<file path="src/usb_se0_params.svh">
// timing figures, register indices and field positions of the se0 classifier
`ifndef USB_SE0_PARAMS_SVH
`define USB_SE0_PARAMS_SVH

// clock period and se0 width borders
`define CLK_NS 20
`define SE0_SHORT_NS 500
`define SE0_RST_NS 2670
`define SE0_SHORT_CYC ((`SE0_SHORT_NS + `CLK_NS - 1) / `CLK_NS)
`define SE0_RST_CYC ((`SE0_RST_NS + `CLK_NS - 1) / `CLK_NS)

// wait for eop after token or data bits, and bus idle time to suspend
`define EOP_TO_NS 10000
`define EOP_TO_CYC (`EOP_TO_NS / `CLK_NS)
`define SUSP_NS 3000000
`define SUSP_CYC (`SUSP_NS / `CLK_NS)

// register indices, byte address is four times the index
`define ADDR_W 12
`define IDX_STATUS 8'h19
`define IDX_CTRL 8'h1a
`define IDX_TOKEN 8'h1f
`define IDX_IEN 8'h20
`define IDX_ISTAT 8'h21
`define IDX_IMASK 8'h22

// field positions and values
`define BIT_EOP 0
`define BIT_FEOP 2
`define BIT_TOKEN_RECEIVED_FLAG 7
`define BIT_TOKEN_IRQ_ENABLE 6
`define BIT_RESUME_IRQ_ENABLE 5
`define BIT_BUS_RESET_IRQ_ENABLE 4
`define MODE_HI 7
`define MODE_LO 6
`define MODE_USB 2'b11
`define CTRL_RST 8'h00

// interrupt status and mask layout
`define IRQ_W 6
`define IRQ_IN 0
`define IRQ_OUT 1
`define IRQ_RST 2
`define IRQ_SUSP 3
`define IRQ_RSM 4
`define IRQ_FEOP 5

// axi responses
`define RESP_OKAY 2'b00
`define RESP_SLVERR 2'b10

`endif

</file>
<file path="src/usb_se0_pkg.sv">
// types shared by the se0 classifier modules
package usb_se0_pkg;
   typedef enum logic [3:0] {
      ST_IDLE = 4'b0001,
      ST_TOKEN = 4'b0010,
      ST_DATA = 4'b0100,
      ST_SUSP = 4'b1000
   } link_state_e;
   typedef logic [7:0] se0_width_t;
   typedef logic [7:0] reg_byte_t;
endpackage : usb_se0_pkg

</file>
<file path="src/se0_timer.sv">
// measures the width of each se0 run on the bus
`timescale 1ns/1ps
`include "usb_se0_params.svh"
module se0_timer
   import usb_se0_pkg::*;
(
   input wire logic clk,
   input wire logic rst_n,
   input wire logic clk_en,
   input wire logic se0,
   output se0_width_t width,
   output logic se0_end,
   output logic reset_hit
);
   se0_width_t cnt;
   logic se0_d;

   // saturating run length and threshold hit
   wire sat = &cnt;
   wire hit = se0 && (cnt == 8'(`SE0_RST_CYC - 1));
   wire falling = !se0 && se0_d;

   // count while se0, latch the width when it ends
   always_ff @(posedge clk or negedge rst_n) begin
      if (!rst_n) begin
         cnt <= 8'h00;
         se0_d <= 1'b0;
         width <= 8'h00;
         se0_end <= 1'b0;
         reset_hit <= 1'b0;
      end else if (clk_en) begin
         se0_d <= se0;
         reset_hit <= hit;
         se0_end <= falling;
         if (falling) begin
            width <= cnt;
         end
         if (se0) begin
            if (!sat) begin
               cnt <= cnt + 8'h01;
            end
         end else begin
            cnt <= 8'h00;
         end
      end
   end
endmodule : se0_timer

</file>
<file path="src/usb_se0_width_classifier.sv">
// low-speed usb se0 width classifier with axi4-lite registers
//
// How it works
// - every se0 is timed and sorted by fixed width borders.
// - idle se0 under 0.5 us ignored; suspend timer keeps counting.
// - short se0 after packet is no eop; timeout returns idle, flags error.
// - idle se0 of 0.5 to 2.67 us is keep-alive, restarts suspend timer.
// - mid se0 after token is eop and raises token interrupt.
// - mid se0 after data or handshake sets eop flag, no interrupt.
// - se0 of 2.5 to 2.67 us still counts as mid and raises reset only in suspend.
// - token received flag sits at bit 7 of index 0x1f.
// - se0 of 2.67 us or more raises bus reset outside suspend.
// - token enable bit 6 of 0x20 set while a token is expected.
// - resume enable bit 5 of 0x20 set only in suspend.
// - reset enable bit 4 of 0x20 set outside suspend.
// - false eop flag at bit 2 of 0x19 set on failed eop.
// - usb logic runs only with mode bits 7 and 6 at 11.
// - six interrupt sources: in token, out token, reset, suspend, resume, false eop.
`timescale 1ns/1ps
`include "usb_se0_params.svh"
module usb_se0_width_classifier
   import usb_se0_pkg::*;
#(
   parameter int unsigned SUSP_CYCLES = `SUSP_CYC
) (
   input wire logic clk,
   input wire logic rst_n,
   input wire logic clk_en,
   input wire logic se0,
   input wire logic rx_active,
   input wire logic token_end,
   input wire logic token_dir_in,
   input wire logic data_end,
   input wire logic [`ADDR_W-1:0] awaddr,
   input wire logic awvalid,
   output logic awready,
   input wire logic [31:0] wdata,
   input wire logic [3:0] wstrb,
   input wire logic wvalid,
   output logic wready,
   output logic [1:0] bresp,
   output logic bvalid,
   input wire logic bready,
   input wire logic [`ADDR_W-1:0] araddr,
   input wire logic arvalid,
   output logic arready,
   output logic [31:0] rdata,
   output logic [1:0] rresp,
   output logic rvalid,
   input wire logic rready,
   output logic irq
);
   localparam logic [17:0] SUSP_LAST = 18'(SUSP_CYCLES - 1);
   localparam logic [9:0] TO_LAST = 10'(`EOP_TO_CYC - 1);

   // register index of a byte address, upper bits must be zero
   function automatic logic [7:0] reg_idx(input logic [`ADDR_W-1:0] a);
      return a[9:2];
   endfunction : reg_idx

   // true when the address hits a register
   function automatic logic mapped(input logic [`ADDR_W-1:0] a);
      logic [7:0] i;
      i = reg_idx(a);
      return (a[11:10] == 2'b00) && ((i == `IDX_STATUS) || (i == `IDX_CTRL) ||
         (i == `IDX_TOKEN) || (i == `IDX_IEN) || (i == `IDX_ISTAT) ||
         (i == `IDX_IMASK));
   endfunction : mapped

   // true when a width is below the eop border
   function automatic logic is_short(input se0_width_t w);
      return w < 8'(`SE0_SHORT_CYC);
   endfunction : is_short

   link_state_e state;
   link_state_e next_state;
   se0_width_t width;
   logic se0_end;
   logic reset_hit;
   logic [17:0] susp_cnt;
   logic [9:0] to_cnt;
   logic token_in;
   reg_byte_t ctrl;
   logic eop_flag;
   logic feop_flag;
   logic token_flag;
   logic [`IRQ_W-1:0] istat;
   logic [`IRQ_W-1:0] imask;
   logic ev_tok;
   logic ev_eop;
   logic ev_rst;
   logic ev_susp;
   logic ev_rsm;
   logic ev_feop;
   logic keep_alive;

   // se0 width measurement
   se0_timer u_timer (
      .clk(clk),
      .rst_n(rst_n),
      .clk_en(clk_en),
      .se0(se0),
      .width(width),
      .se0_end(se0_end),
      .reset_hit(reset_hit)
   );

   // width classes of a finished se0
   wire usb_on = ({ctrl[`MODE_HI], ctrl[`MODE_LO]} == `MODE_USB);
   wire ev_short = se0_end && is_short(width);
   wire ev_mid = se0_end && !is_short(width) && (width < 8'(`SE0_RST_CYC));
   wire susp_due = (susp_cnt == SUSP_LAST);
   wire to_due = (to_cnt == TO_LAST);

   // enable bits follow the state
   wire token_irq_enable = (state == ST_IDLE) || (state == ST_TOKEN);
   wire resume_irq_enable = (state == ST_SUSP);
   wire bus_reset_irq_enable = (state != ST_SUSP);

   // classification state machine
   always_comb begin
      next_state = state;
      ev_tok = 1'b0;
      ev_eop = 1'b0;
      ev_rst = 1'b0;
      ev_susp = 1'b0;
      ev_rsm = 1'b0;
      ev_feop = 1'b0;
      keep_alive = 1'b0;
      if (!usb_on) begin
         next_state = ST_IDLE;
      end else if (reset_hit && state != ST_SUSP) begin
         ev_rst = 1'b1;
         next_state = ST_IDLE;
      end else begin
         case (state)
            ST_IDLE: begin
               if (token_end) begin
                  next_state = ST_TOKEN;
               end else if (data_end) begin
                  next_state = ST_DATA;
               end else if (ev_mid) begin
                  keep_alive = 1'b1;
               end else if (susp_due) begin
                  ev_susp = 1'b1;
                  next_state = ST_SUSP;
               end
            end
            ST_TOKEN: begin
               if (ev_mid) begin
                  ev_tok = 1'b1;
                  next_state = ST_IDLE;
               end else if (to_due) begin
                  ev_feop = 1'b1;
                  next_state = ST_IDLE;
               end
            end
            ST_DATA: begin
               if (ev_mid) begin
                  ev_eop = 1'b1;
                  next_state = ST_IDLE;
               end else if (to_due) begin
                  ev_feop = 1'b1;
                  next_state = ST_IDLE;
               end
            end
            ST_SUSP: begin
               if (se0_end) begin
                  ev_rst = 1'b1;
                  next_state = ST_IDLE;
               end else if (rx_active) begin
                  ev_rsm = 1'b1;
                  next_state = ST_IDLE;
               end
            end
            default: begin
               next_state = ST_IDLE;
            end
         endcase
      end
   end

   // state, suspend timer and eop wait timer
   always_ff @(posedge clk or negedge rst_n) begin
      if (!rst_n) begin
         state <= ST_IDLE;
         susp_cnt <= 18'h00000;
         to_cnt <= 10'h000;
         token_in <= 1'b0;
      end else if (clk_en) begin
         state <= next_state;
         if (token_end) begin
            token_in <= token_dir_in;
         end
         if (next_state != ST_IDLE || keep_alive || rx_active || !usb_on) begin
            susp_cnt <= 18'h00000;
         end else if (!susp_due) begin
            susp_cnt <= susp_cnt + 18'h00001;
         end
         if (next_state != state || state == ST_IDLE || state == ST_SUSP) begin
            to_cnt <= 10'h000;
         end else begin
            to_cnt <= to_cnt + 10'h001;
         end
      end
   end

   // axi write side
   logic aw_held;
   logic w_held;
   logic [`ADDR_W-1:0] aw_q;
   logic [31:0] wd_q;
   logic wlane_q;
   assign awready = !aw_held && !bvalid;
   assign wready = !w_held && !bvalid;
   wire wr_fire = aw_held && w_held && !bvalid;
   wire wr_ok = wr_fire && mapped(aw_q) && wlane_q;
   wire [7:0] wr_idx = reg_idx(aw_q);
   wire wr_status = wr_ok && (wr_idx == `IDX_STATUS);
   wire wr_ctrl = wr_ok && (wr_idx == `IDX_CTRL);
   wire wr_token = wr_ok && (wr_idx == `IDX_TOKEN);
   wire wr_istat = wr_ok && (wr_idx == `IDX_ISTAT);
   wire wr_imask = wr_ok && (wr_idx == `IDX_IMASK);

   // write handshake and response
   always_ff @(posedge clk or negedge rst_n) begin
      if (!rst_n) begin
         aw_held <= 1'b0;
         w_held <= 1'b0;
         aw_q <= '0;
         wd_q <= 32'h00000000;
         wlane_q <= 1'b0;
         bvalid <= 1'b0;
         bresp <= `RESP_OKAY;
      end else if (clk_en) begin
         if (awvalid && awready) begin
            aw_held <= 1'b1;
            aw_q <= awaddr;
         end
         if (wvalid && wready) begin
            w_held <= 1'b1;
            wd_q <= wdata;
            wlane_q <= wstrb[0];
         end
         if (wr_fire) begin
            aw_held <= 1'b0;
            w_held <= 1'b0;
            bvalid <= 1'b1;
            bresp <= mapped(aw_q) ? `RESP_OKAY : `RESP_SLVERR;
         end else if (bvalid && bready) begin
            bvalid <= 1'b0;
         end
      end
   end

   // interrupt events and write-one-to-clear masks
   wire [`IRQ_W-1:0] ev_vec = {ev_feop, ev_rsm, ev_susp, ev_rst,
      ev_tok && !token_in, ev_tok && token_in};
   wire [`IRQ_W-1:0] istat_clr = wr_istat ? wd_q[`IRQ_W-1:0] : '0;
   wire [`IRQ_W-1:0] next_istat = ev_vec | (istat & ~istat_clr);
   wire next_eop = ev_eop || (eop_flag && !(wr_status && wd_q[`BIT_EOP]));
   wire next_feop = ev_feop || (feop_flag && !(wr_status && wd_q[`BIT_FEOP]));
   wire next_token = ev_tok || (token_flag && !(wr_token && wd_q[`BIT_TOKEN_RECEIVED_FLAG]));

   // flags and software registers, a set beats a clear
   always_ff @(posedge clk or negedge rst_n) begin
      if (!rst_n) begin
         ctrl <= `CTRL_RST;
         eop_flag <= 1'b0;
         feop_flag <= 1'b0;
         token_flag <= 1'b0;
         istat <= '0;
         imask <= '0;
      end else if (clk_en) begin
         eop_flag <= next_eop;
         feop_flag <= next_feop;
         token_flag <= next_token;
         istat <= next_istat;
         if (wr_ctrl) begin
            ctrl <= wd_q[7:0];
         end
         if (wr_imask) begin
            imask <= wd_q[`IRQ_W-1:0];
         end
      end
   end

   // level interrupt from unmasked status
   assign irq = |(istat & imask);

   // read data selection
   wire [7:0] rd_idx = reg_idx(araddr);
   logic [31:0] rd_word;
   always_comb begin
      rd_word = 32'h00000000;
      if (!mapped(araddr)) begin
         rd_word = 32'h00000000;
      end else if (rd_idx == `IDX_STATUS) begin
         rd_word[`BIT_EOP] = eop_flag;
         rd_word[`BIT_FEOP] = feop_flag;
      end else if (rd_idx == `IDX_CTRL) begin
         rd_word[7:0] = ctrl;
      end else if (rd_idx == `IDX_TOKEN) begin
         rd_word[`BIT_TOKEN_RECEIVED_FLAG] = token_flag;
      end else if (rd_idx == `IDX_IEN) begin
         rd_word[`BIT_TOKEN_IRQ_ENABLE] = token_irq_enable;
         rd_word[`BIT_RESUME_IRQ_ENABLE] = resume_irq_enable;
         rd_word[`BIT_BUS_RESET_IRQ_ENABLE] = bus_reset_irq_enable;
      end else if (rd_idx == `IDX_ISTAT) begin
         rd_word[`IRQ_W-1:0] = istat;
      end else begin
         rd_word[`IRQ_W-1:0] = imask;
      end
   end

   // read handshake
   assign arready = !rvalid;
   always_ff @(posedge clk or negedge rst_n) begin
      if (!rst_n) begin
         rvalid <= 1'b0;
         rdata <= 32'h00000000;
         rresp <= `RESP_OKAY;
      end else if (clk_en) begin
         if (arvalid && arready) begin
            rvalid <= 1'b1;
            rdata <= rd_word;
            rresp <= mapped(araddr) ? `RESP_OKAY : `RESP_SLVERR;
         end else if (rvalid && rready) begin
            rvalid <= 1'b0;
         end
      end
   end

   wire quiet_idle = clk_en && usb_on && state == ST_IDLE && !reset_hit;
endmodule : usb_se0_width_classifier

</file>
<file path="config.mk">
export PLATFORM = sky130hd
export DESIGN_NAME = usb_se0_width_classifier
export DESIGN_NICKNAME = d
export VERILOG_FILES = /design/src/usb_se0_pkg.sv /design/src/se0_timer.sv /design/src/usb_se0_width_classifier.sv
export VERILOG_INCLUDE_DIRS = /design/src
export SDC_FILE = /design/constraint.sdc
export NUM_CORES = 1
export LEC_CHECK = 0
export ABC_AREA = 1
export BUFFER_PORTS_ARGS = -buffer_cell sky130_fd_sc_hd__buf_2
export CORE_ASPECT_RATIO = 0.9
export CORE_MARGIN = 4
export CORE_UTILIZATION = 45
export CTS_CLUSTER_DIAMETER = 60
export DETAILED_ROUTE_END_ITERATION = 7
export HOLD_SLACK_MARGIN = 0.08
export PLACE_DENSITY = 0.67
export SLEW_MARGIN = 20
export SYNTH_ARGS = -nofsm -noshare
export SYNTH_HDL_FRONTEND = slang
export SYNTH_HIERARCHICAL = 1
export SYNTH_SLANG_ARGS = --single-unit
</file>
<file path="constraint.sdc">
create_clock -name clk -period 2.3 [get_ports clk]
set_input_delay 0.23 -clock clk [delete_from_list [all_inputs] [get_ports clk]]
set_output_delay 0.23 -clock clk [all_outputs]
set_load 0.02 [all_outputs]
</file>
==> results.toml, run 1 <==
[power_and_ir_drop]
ir_worst_vdd_mv = 0.466
p_leak_nw = 3.59
pwr_density_cell_mw_per_mm2 = 724

[worst_setup_path]
endpoint = "susp_cnt[0]"
start_kind = "flip-flop"
timing_worst_setup_path_type = "flip-flop to flip-flop"
crit_fanout = 6
arrival_ps = 2280
cp.required_ps = 2540
worst-path-buf-inv = 2
cp-startpoint = "susp_cnt[0]"
worst_path_max_delay_cell = "dfrtp_1"
critPathTopFamily = "simple AND/OR/NAND/NOR gates"
timing.rr.start = "susp_cnt[0]"
cp_cell_sequence = "ha_1 -> nand3_1 -> nor2_1 -> nand3_1 -> nor2_1 -> nand2_1 -> nand2_1 -> nand3_2 -> nand2_4 -> inv_2 -> nor2_4 -> buf_4 -> nor2_1"
reg2regPathDepth = 13
path_common_cell = "nor2_1"
critPathCaptureType = "flip-flop"
r2r-end = "susp_cnt[0]"
slowest_delay_ps = 380
r2r_setup_slack_ps = 260
crit_cells = 13

[synth]
synth_most_common_cell = "nand2_1"
synth_area_per_cell_um2 = 7.61
ys_types = 43
netlist_area_mm2 = 0.00597
yosys-top-cells-count = "nand2_1 (208), dfrtp_1 (107), nor2_1 (98), inv_1 (96), nand3_1 (56)"
synth_cells = 785
yosysTopAreaCell = "dfrtp_1"
yosysWarnings = 6
yosys.area.top_type_share_pct = 44.8
synth_area_leaders = "dfrtp_1 (45%), nand2_1 (13%), nor2_1 (6.2%), inv_1 (6.0%), nand3_1 (4.7%)"
synthFlopType = "dfrtp_1"
synth-seq-area-share_pct = 45.3
ys_ff_latch = 108
synthArstFlopShare_pct = 100
synth_edf_count = 0

[worst_hold_path]
min_path_type = "input pin to flip-flop"

[sta]
finalHoldViolCount = 0
hold_ws_ps = 94.4
fmax_ghz = 0.490
final.setup.tns_ps = 0
skew_ps = 4.54
fin_crit_sh_pct = 88.7
rsz0062_at_grt = "no"
tightest_slew_ps = 617
period_needed_ps = 2040
worst_slack_ps = 259
relSlewSlack_pct = 58.8
final-setup-viol-count = 0
slew_violations = 0

[floorplanning]
ios = 115
die_x_um = 129
die_y_um = 117
fp-row-count = 39
initial_core_util_pct = 46.5
core_mm2 = 0.0128
die_area_mm2 = 0.0152

[cts]
clk_path_buf_depth = 2
clock-sinks = 108
cts_buffers = 9
clock_latency_ps = 350
root_buffer = "clkbuf_16"
cts_max_level = 3
clk_pin_slew_ps = 70
cts_tree = "yes"

[layout]
layoutNonFillerInstCount = 1028
finalNetCount = 936
diodes = 0
drive_gt1_share_pct = 13.8
syn2layout_area_growth_pct = 13.5
postLayoutCoreUtil_pct = 52.8

[drt]
wl_um = 13400
drcViolationCount = 0
drtIter0Drc = 318
vias = 5040
routedWlPerCell_um = 13.0
dr.pass1.iters = 5
ant_nets = 0
drt-vias-per-instance = 4.90

[grt]
grt_util_met1_pct = 24.4
grt_pass1_vias = 4961
grt_usage_pct = 18.6
grt_max_degree = 64
use_met3_pct = 3.77
grt_pass1_wl_um = 22800
gr-total-overflow = 0
grt_antenna_before_repair = 0
gr-usage-met2_pct = 31.9
busiest_layer = "met2"

[placed_design]
place_congestion = 0.848
dp_hpwl_um = 10100
post-place-ws_ps = 177
placed_cells = 1003
io_buffers = 57

[status]
status = "finished, final reports clean"

[job]
maxCapViolCount = 0
==> what timing repair did <==
item | 4_1_cts | 5_1_grt
buffers inserted | 0 | 2
endpoints found under the hold margin | 29 | 0
setup endpoints to repair | 0 | 8
gates resized for setup | 0 | 0
hold buffers | 7 | 0
==> through the flow <==
| step | power [mW] | area [um^2] |
|---|---|---|
| floorplan | 3.09 | 6070 |
| global placement | 3.37 | 6390 |
| detailed placement | 3.39 | 6390 |
| CTS | 4.95 | 6750 |
| global route | 5.22 | 6780 |
| finish | 4.91 | 6780 |
==> cell families (layout without fill, tap and decap cells) <==
group                    after synthesis  count (layout)  share of synthesized area (%)
XOR/XNOR                              22              22                           3.23
buffers and inverters                135             189                           10.4
other                                  1              26                         0.0628
multiplexers                           5               5                          0.943
AO/OA/AOI/OAI                         85              85                           7.75
AND/OR/NAND/NOR                      425             425                           31.5
flip-flops                           108             108                           45.3
adder cells (fa/ha/maj)                4               4                          0.838
==> final cells by class <==
| type | count | area, um^2 |
|---|---|---|
| clock buffers | 10 | 229 |
| well taps | 164 | 205 |
| flip-flops and latches | 108 | 2700 |
| fillers | 1274 | 6050 |
| repair buffers | 76 | 473 |
| multi-input cells | 567 | 2740 |
| clock inverters | 6 | 65.1 |
| inverters | 97 | 364 |
==> sequential cells by signal, indices dropped and copies added (netlist names), 4 cells and up <==
name           cells
aw_q              10
ctrl               8
imask              6
istat              6
rdata              8
state              4
susp_cnt          18
to_cnt            10
u_timer/cnt        8
u_timer/width      8
wd_q               8
==> worst min path at each step <==
stage / start / to / slack (ps) / depth (start not counted)
floorplan: rst_n / aw_held / -70 / 0
global placement: rst_n / aw_q[6] / 160 / 1
detailed placement: rst_n / aw_q[6] / 160 / 1
finish: wdata[6] / wd_q[6] / 90 / 3
global route: awaddr[8] / aw_q[8] / 100 / 2
CTS: wdata[0] / wd_q[0] / 80 / 3
==> worst min-delay path, delay by kind of cell <==
family	cells	cell delay [ps]
AND/OR/NAND/NOR	2	90
buffers and inverters	1	90
==> routing by layer <==
layer  part of all wire (%)  routed length, um
met1                     46               6210
met2                     49               6520
met3                    3.9                519
met4                   0.77                103
met5                      0                  0
==> placed cells by master (no fill, tap or decap), types with 5 or more instances in the layout <==
master         count
buf_4             11
mux2_2             5
or2_2              6
nand2_1          208
o211ai_1           5
nand2_2            6
o21ai_0           27
clkbuf_16          9
xor2_1            18
nand3_1           56
conb_1            26
a21oi_1           39
buf_2             56
dlygate4sd3_1      7
inv_1             96
nor3_1            11
nor2_1            98
nand4_1           19
dfrtp_1          107
==> where the power goes <==
group | total (mW) | switching (mW) | internal [mW]
Clock | 1.53 | 0.688 | 0.844
Combinational | 0.982 | 0.638 | 0.344
Sequential | 2.40 | 0.234 | 2.16
Power figures use the tool's default switching activity.
==> run 2, diff against run 1 <==
- SETUP_SLACK_MARGIN: unset -> 0.2
- clock period: 2.3 -> 2.2 ns (I/O delays scaled with it)
==> run 2 against run 1 <==
Design area grew 3.3%. Die area unchanged. Highest routed layer unchanged. Maximum frequency up 7.0%. Register-to-register slack better by 30 ps. Combinational power rose by 17%. Critical endpoint is now susp_cnt[17]. Core utilization is 1.7 points higher. Non-clock buffer count grew 14. Power grew 7.1%. Global-route usage shrank 0.55 points. Sequential share of layout area shrank 1.2 points.
==> results.toml, run 2 (synthesis results as in run 1) <==
[placed_design]
place_congestion = 0.905
io_buffers = 57
post-place-ws_ps = 158
postPlaceCellArea_mm2 = 0.00642
dp_hpwl_um = 9790

[worst_setup_path]
timing.rr.start = "susp_cnt[2]"
reg2regPathDepth = 10
cp-startpoint = "susp_cnt[2]"
crit_fanout = 5
timing_worst_setup_path_type = "flip-flop to flip-flop"
r2r-end = "susp_cnt[17]"
arrival_ps = 2190
start_kind = "flip-flop"
r2r_setup_slack_ps = 290
endpoint = "susp_cnt[17]"
critPathCaptureType = "flip-flop"
cp.required_ps = 2480

[power_and_ir_drop]
ir_worst_vdd_mv = 0.452
switching_power_mw = 1.66
seqPwrFrac_pct = 47.9
p_leak_nw = 3.67
switching_share_pct = 31.7
combPwrFrac_pct = 21.8
pwr_density_cell_mw_per_mm2 = 751
internal_power_mw = 3.59
clock_power_share_pct = 30.3

[sta]
finalHoldViolCount = 0
hold_ws_ps = 97.8
rsz0062_at_grt = "no"
skew_ps = 7.08
final.setup.tns_ps = 0
relSlewSlack_pct = 61.8
slew_violations = 0
fmax_ghz = 0.524
tightest_slew_ps = 572
fin_crit_sh_pct = 86.7
period_needed_ps = 1910
final-setup-viol-count = 0
worst_slack_ps = 292

[layout]
largest_reg_flops = 18
final_common_cell = "nand2_1"
fillers = 1209
syn2layout_area_growth_pct = 17.3
regMostFlops = "susp_cnt"
final_cell_area_mm2 = 0.00700
diodes = 0
drive_gt1_share_pct = 16.4
finalNetCount = 951
largestRegisters = "susp_cnt x18, aw_q x10, to_cnt x10"
layout_common_cells = "nand2_1 (206), dfrtp_1 (105), inv_1 (96)"

[grt]
grt_util_met1_pct = 24.6
grt_pass1_vias = 4659
grt_pass1_wl_um = 22000
gr-usage-met2_pct = 29.5
gr-total-overflow = 0
grt_antenna_before_repair = 0
busiest_layer = "met2"
use_met3_pct = 4.67
grt_usage_pct = 18.1
grt_max_degree = 45

[floorplanning]
die_area_mm2 = 0.0152
ios = 115
initial_core_util_pct = 46.5
core_mm2 = 0.0128
die_x_um = 129
die_y_um = 117
fp-row-count = 39

[cts]
clk_path_buf_depth = 2
cts_tree = "yes"
root_buffer = "clkbuf_16"
clk_pin_slew_ps = 70
clock_latency_ps = 350
cts_buffers = 9
clock-sinks = 108
cts_max_level = 3

[drt]
routedWlPerCell_um = 12.9
vias = 5090
drcViolationCount = 0
wl_um = 13500
dr.pass1.iters = 5
drt-vias-per-instance = 4.88
ant_nets = 0
drtIter0Drc = 334

[worst_hold_path]
min_path_type = "input pin to flip-flop"

[job]
maxCapViolCount = 0

[status]
status = "finished, final reports clean"
[run 2: cell types whose count changed in the layout (fill, tap and decap cells not counted), sizes merged]
cell | previous run | this run
nand2 | 216 | 217
clkbuf | 10 | 11
dlygate4sd3 | 7 | 10
clkinv | 4 | 3
buf | 69 | 79
[run 2: final cells by class]
cell class	instances	area (um^2)	share of cell area (%)
flip-flops and latches	108	2710	38.6
clock inverters	5	52.6	0.750
multi-input cells	568	2830	40.4
well taps	164	205	2.93
repair buffers	90	603	8.61
clock buffers	10	239	3.41
inverters	97	367	5.23
[run 2: worst min path at each step]
stage	start	end	slack, ps	depth (start not counted)
2_1_floorplan	rst_n	aw_held	-80	0
3_3_place_gp	rst_n	aw_q[6]	260	1
3_5_place_dp	rst_n	aw_q[6]	260	1
4_1_cts	awaddr[11]	aw_q[11]	80	2
5_1_grt	awaddr[9]	aw_q[9]	90	2
6_report	awaddr[11]	aw_q[11]	100	2
[run 2: power by group through the flow]
stage          registers, mW  clock network [mW]  logic (mW)
2_1_floorplan           2.49                   0       0.742
6_report                2.52                1.60        1.15
4_1_cts                 2.50                1.66        1.05
3_5_place_dp            2.54                   0        1.01
3_3_place_gp            2.54                   0       0.989
5_1_grt                 2.55                1.72        1.31
[run 2: worst max-delay path, cell delays in order (launching register included)]
cell and delay [ps]:
dfrtp_1 490, nand3_1 170, nor2_1 200, nand3_1 150, nor2_1 220, nand3_1 130
nor3_1 220, nand2_1 80, nand2_1 60, nand2_1 50, nor2_1 70
[run 2: routing by layer]
metal / vias up / part of all wire [%]
li1: 2632 / -
met2: 100 / 48
met3: 11 / 4.8
met5: - / 0
met4: 0 / 0.98
met1: 2347 / 46
[run 2: timing repair]
action,in CTS,in global routing
hold buffers,10,0
resized for setup,1,21
gates cloned,0,2
endpoints found under the setup margin,12,43
endpoints found under the hold margin,50,0
setup buffers,2,6
pin swaps,2,7
[run 2: through the flow]
stage	util (%)	power (mW)	cells
after floorplan	-	3.23	810
after global placement	50.0	3.53	1007
after detailed placement	50.0	3.54	1007
after CTS	53.3	5.21	1034
after global routing	54.6	5.58	1042
final	54.6	5.26	1042
==> run 3, diff against run 2 <==
- clock period: 2.2 -> 2.4 ns (I/O delays scaled with it)
==> run 3 against run 2 <==
Sequential power fell by 8.3%. Sequential cell count did not move. Worst hold slack got worse by 13 ps. Design area fell by 3.8%. Highest routed layer unchanged. Global-route usage rose by 0.57 points. Maximum frequency fell by 5.5%. Worst setup slack improved by 88 ps.
==> results.toml, run 3 (synthesis results as in run 1) <==
[worst_setup_path]
cp.required_ps = 2650
crit_fanout = 6
critPathCaptureType = "flip-flop"
timing_worst_setup_path_type = "flip-flop to flip-flop"
start_kind = "flip-flop"
arrival_ps = 2270

[layout]
finalNetCount = 934
multi_input_area_mm2 = 0.00276
drive_gt1_share_pct = 14.4
layout_common_cells = "nand2_1 (209), dfrtp_1 (107), nor2_1 (97)"
fillers = 1260
regMostFlops = "susp_cnt"
final_common_cell = "nand2_1"
diodes = 0
layout.area.seq_mm2 = 0.00270
syn2layout_area_growth_pct = 12.8
largestRegisters = "susp_cnt x18, aw_q x10, to_cnt x10"
largest_reg_flops = 18
postLayoutCoreUtil_pct = 52.5

[power_and_ir_drop]
clock_power_share_pct = 30.2
switching_power_mw = 1.56
switching_share_pct = 33.3
pwr_density_cell_mw_per_mm2 = 693
p_leak_nw = 3.58
seqPwrFrac_pct = 49.4
ir_worst_vdd_mv = 0.342
totalPowerFinal_mw = 4.67
internal_power_mw = 3.11
combPwrFrac_pct = 20.4

[cts]
cts_buffers = 9
root_buffer = "clkbuf_16"
cts_max_level = 3
clk_pin_slew_ps = 80
clock_latency_ps = 360
cts_tree = "yes"
clk_path_buf_depth = 2
clock-sinks = 108

[sta]
skew_ps = 11.3
slew_violations = 0
final-setup-viol-count = 0
fin_crit_sh_pct = 84.2
worst_slack_ps = 380
rsz0062_at_grt = "no"
fmax_ghz = 0.495
period_needed_ps = 2020
relSlewSlack_pct = 58.7
tightest_slew_ps = 618
finalHoldViolCount = 0
final.setup.tns_ps = 0

[job]
maxCapViolCount = 0

[floorplanning]
ios = 115
die_y_um = 117
fp-row-count = 39
die_x_um = 129
initial_core_util_pct = 46.5
die_area_mm2 = 0.0152
core_mm2 = 0.0128

[grt]
grt_pass1_wl_um = 22800
grt_antenna_before_repair = 0
grt_pass1_vias = 4837
grt_usage_pct = 18.6
grt_max_degree = 50
gr-total-overflow = 0

[placed_design]
post-place-ws_ps = 299
io_buffers = 57
place_congestion = 0.872
dp_hpwl_um = 9980

[status]
status = "finished, final reports clean"

[drt]
drcViolationCount = 0
ant_nets = 0
wl_um = 13400
vias = 5046
dr.pass1.iters = 5
routedWlPerCell_um = 13.0
drt-vias-per-instance = 4.92
drtIter0Drc = 285

[worst_hold_path]
min_path_type = "input pin to flip-flop"
-- run 3: cell count changes in the layout (fill, tap and decap cells not counted), sizes merged, moves of 2 or more --
| cell | previous run | this run |
|---|---|---|
| buf | 79 | 71 |
| clkbuf | 11 | 9 |
| dlygate4sd3 | 10 | 2 |
| inv | 97 | 100 |
-- run 3: per-layer routing --
| metal | GRT usage, % | up-vias | wire length (um) |
|---|---|---|---|
| met1 | 25.3 | 2355 | 6300 |
| met3 | 3.58 | 13 | 494 |
| met5 | 0 | - | 0 |
| met2 | 30.7 | 80 | 6350 |
| li1 | - | 2598 | - |
| met4 | 5.40 | 0 | 214 |
-- run 3: cell type report --
type	count	share of cell area (%)
multi-input combinational	568	41.0
sequential	108	40.1
timing repair buffer	73	6.31
inverter	97	5.40
clock buffer	9	3.34
tap	164	3.05
clock inverter	7	0.743
-- run 3: critical path: stages, from the launching register on --
cell	delay, ps
dfrtp_1	390
ha_2	210
nand3_1	150
nor2_1	120
nand3_1	80
nor2_1	140
nand2_1	110
nand2_1	130
nand3_4	120
nand2_4	120
inv_2	60
nor2_4	110
buf_4	140
nor2_1	40
-- run 3: final timing paths --
| check | start | endpoint | slack, ps | cells past startpoint |
|---|---|---|---|---|
| min | wdata[6] | wd_q[6] | 90 | 3 |
| min reg2reg | rdata[1] | rdata[1] | 480 | 2 |
| max | susp_cnt[0] | susp_cnt[11] | 380 | 13 |
| max in group asynchronous | rst_n | state[0] | 1270 | 3 |
| max reg2reg | susp_cnt[0] | susp_cnt[11] | 380 | 13 |
| min in group asynchronous | rst_n | aw_q[7] | 360 | 2 |
-- run 3: power groups by stage --
stage	Combinational, mW	Clock (mW)	Sequential, mW
floorplan	0.680	0	2.28
global placement	0.903	0	2.33
detailed placement	0.920	0	2.34
CTS	0.924	1.45	2.30
global route	1.09	1.52	2.35
finish	0.952	1.41	2.31
-- run 3: stage by stage --
stage	hold WS [ps]	area (um^2)	instances
floorplan	-55.6	6070	810
global placement	219	6390	1003
detailed placement	215	6390	1003
CTS	80.8	6680	1021
global route	88.5	6740	1026
finish	85.2	6740	1026
-- run 3: timing repair --
| item | in CTS | in global routing |
|---|---|---|
| setup endpoints to repair | 0 | 27 |
| setup buffers | 0 | 4 |
| resized for setup | 0 | 4 |
| hold buffers | 2 | 0 |
| hold endpoints to repair | 32 | 0 |
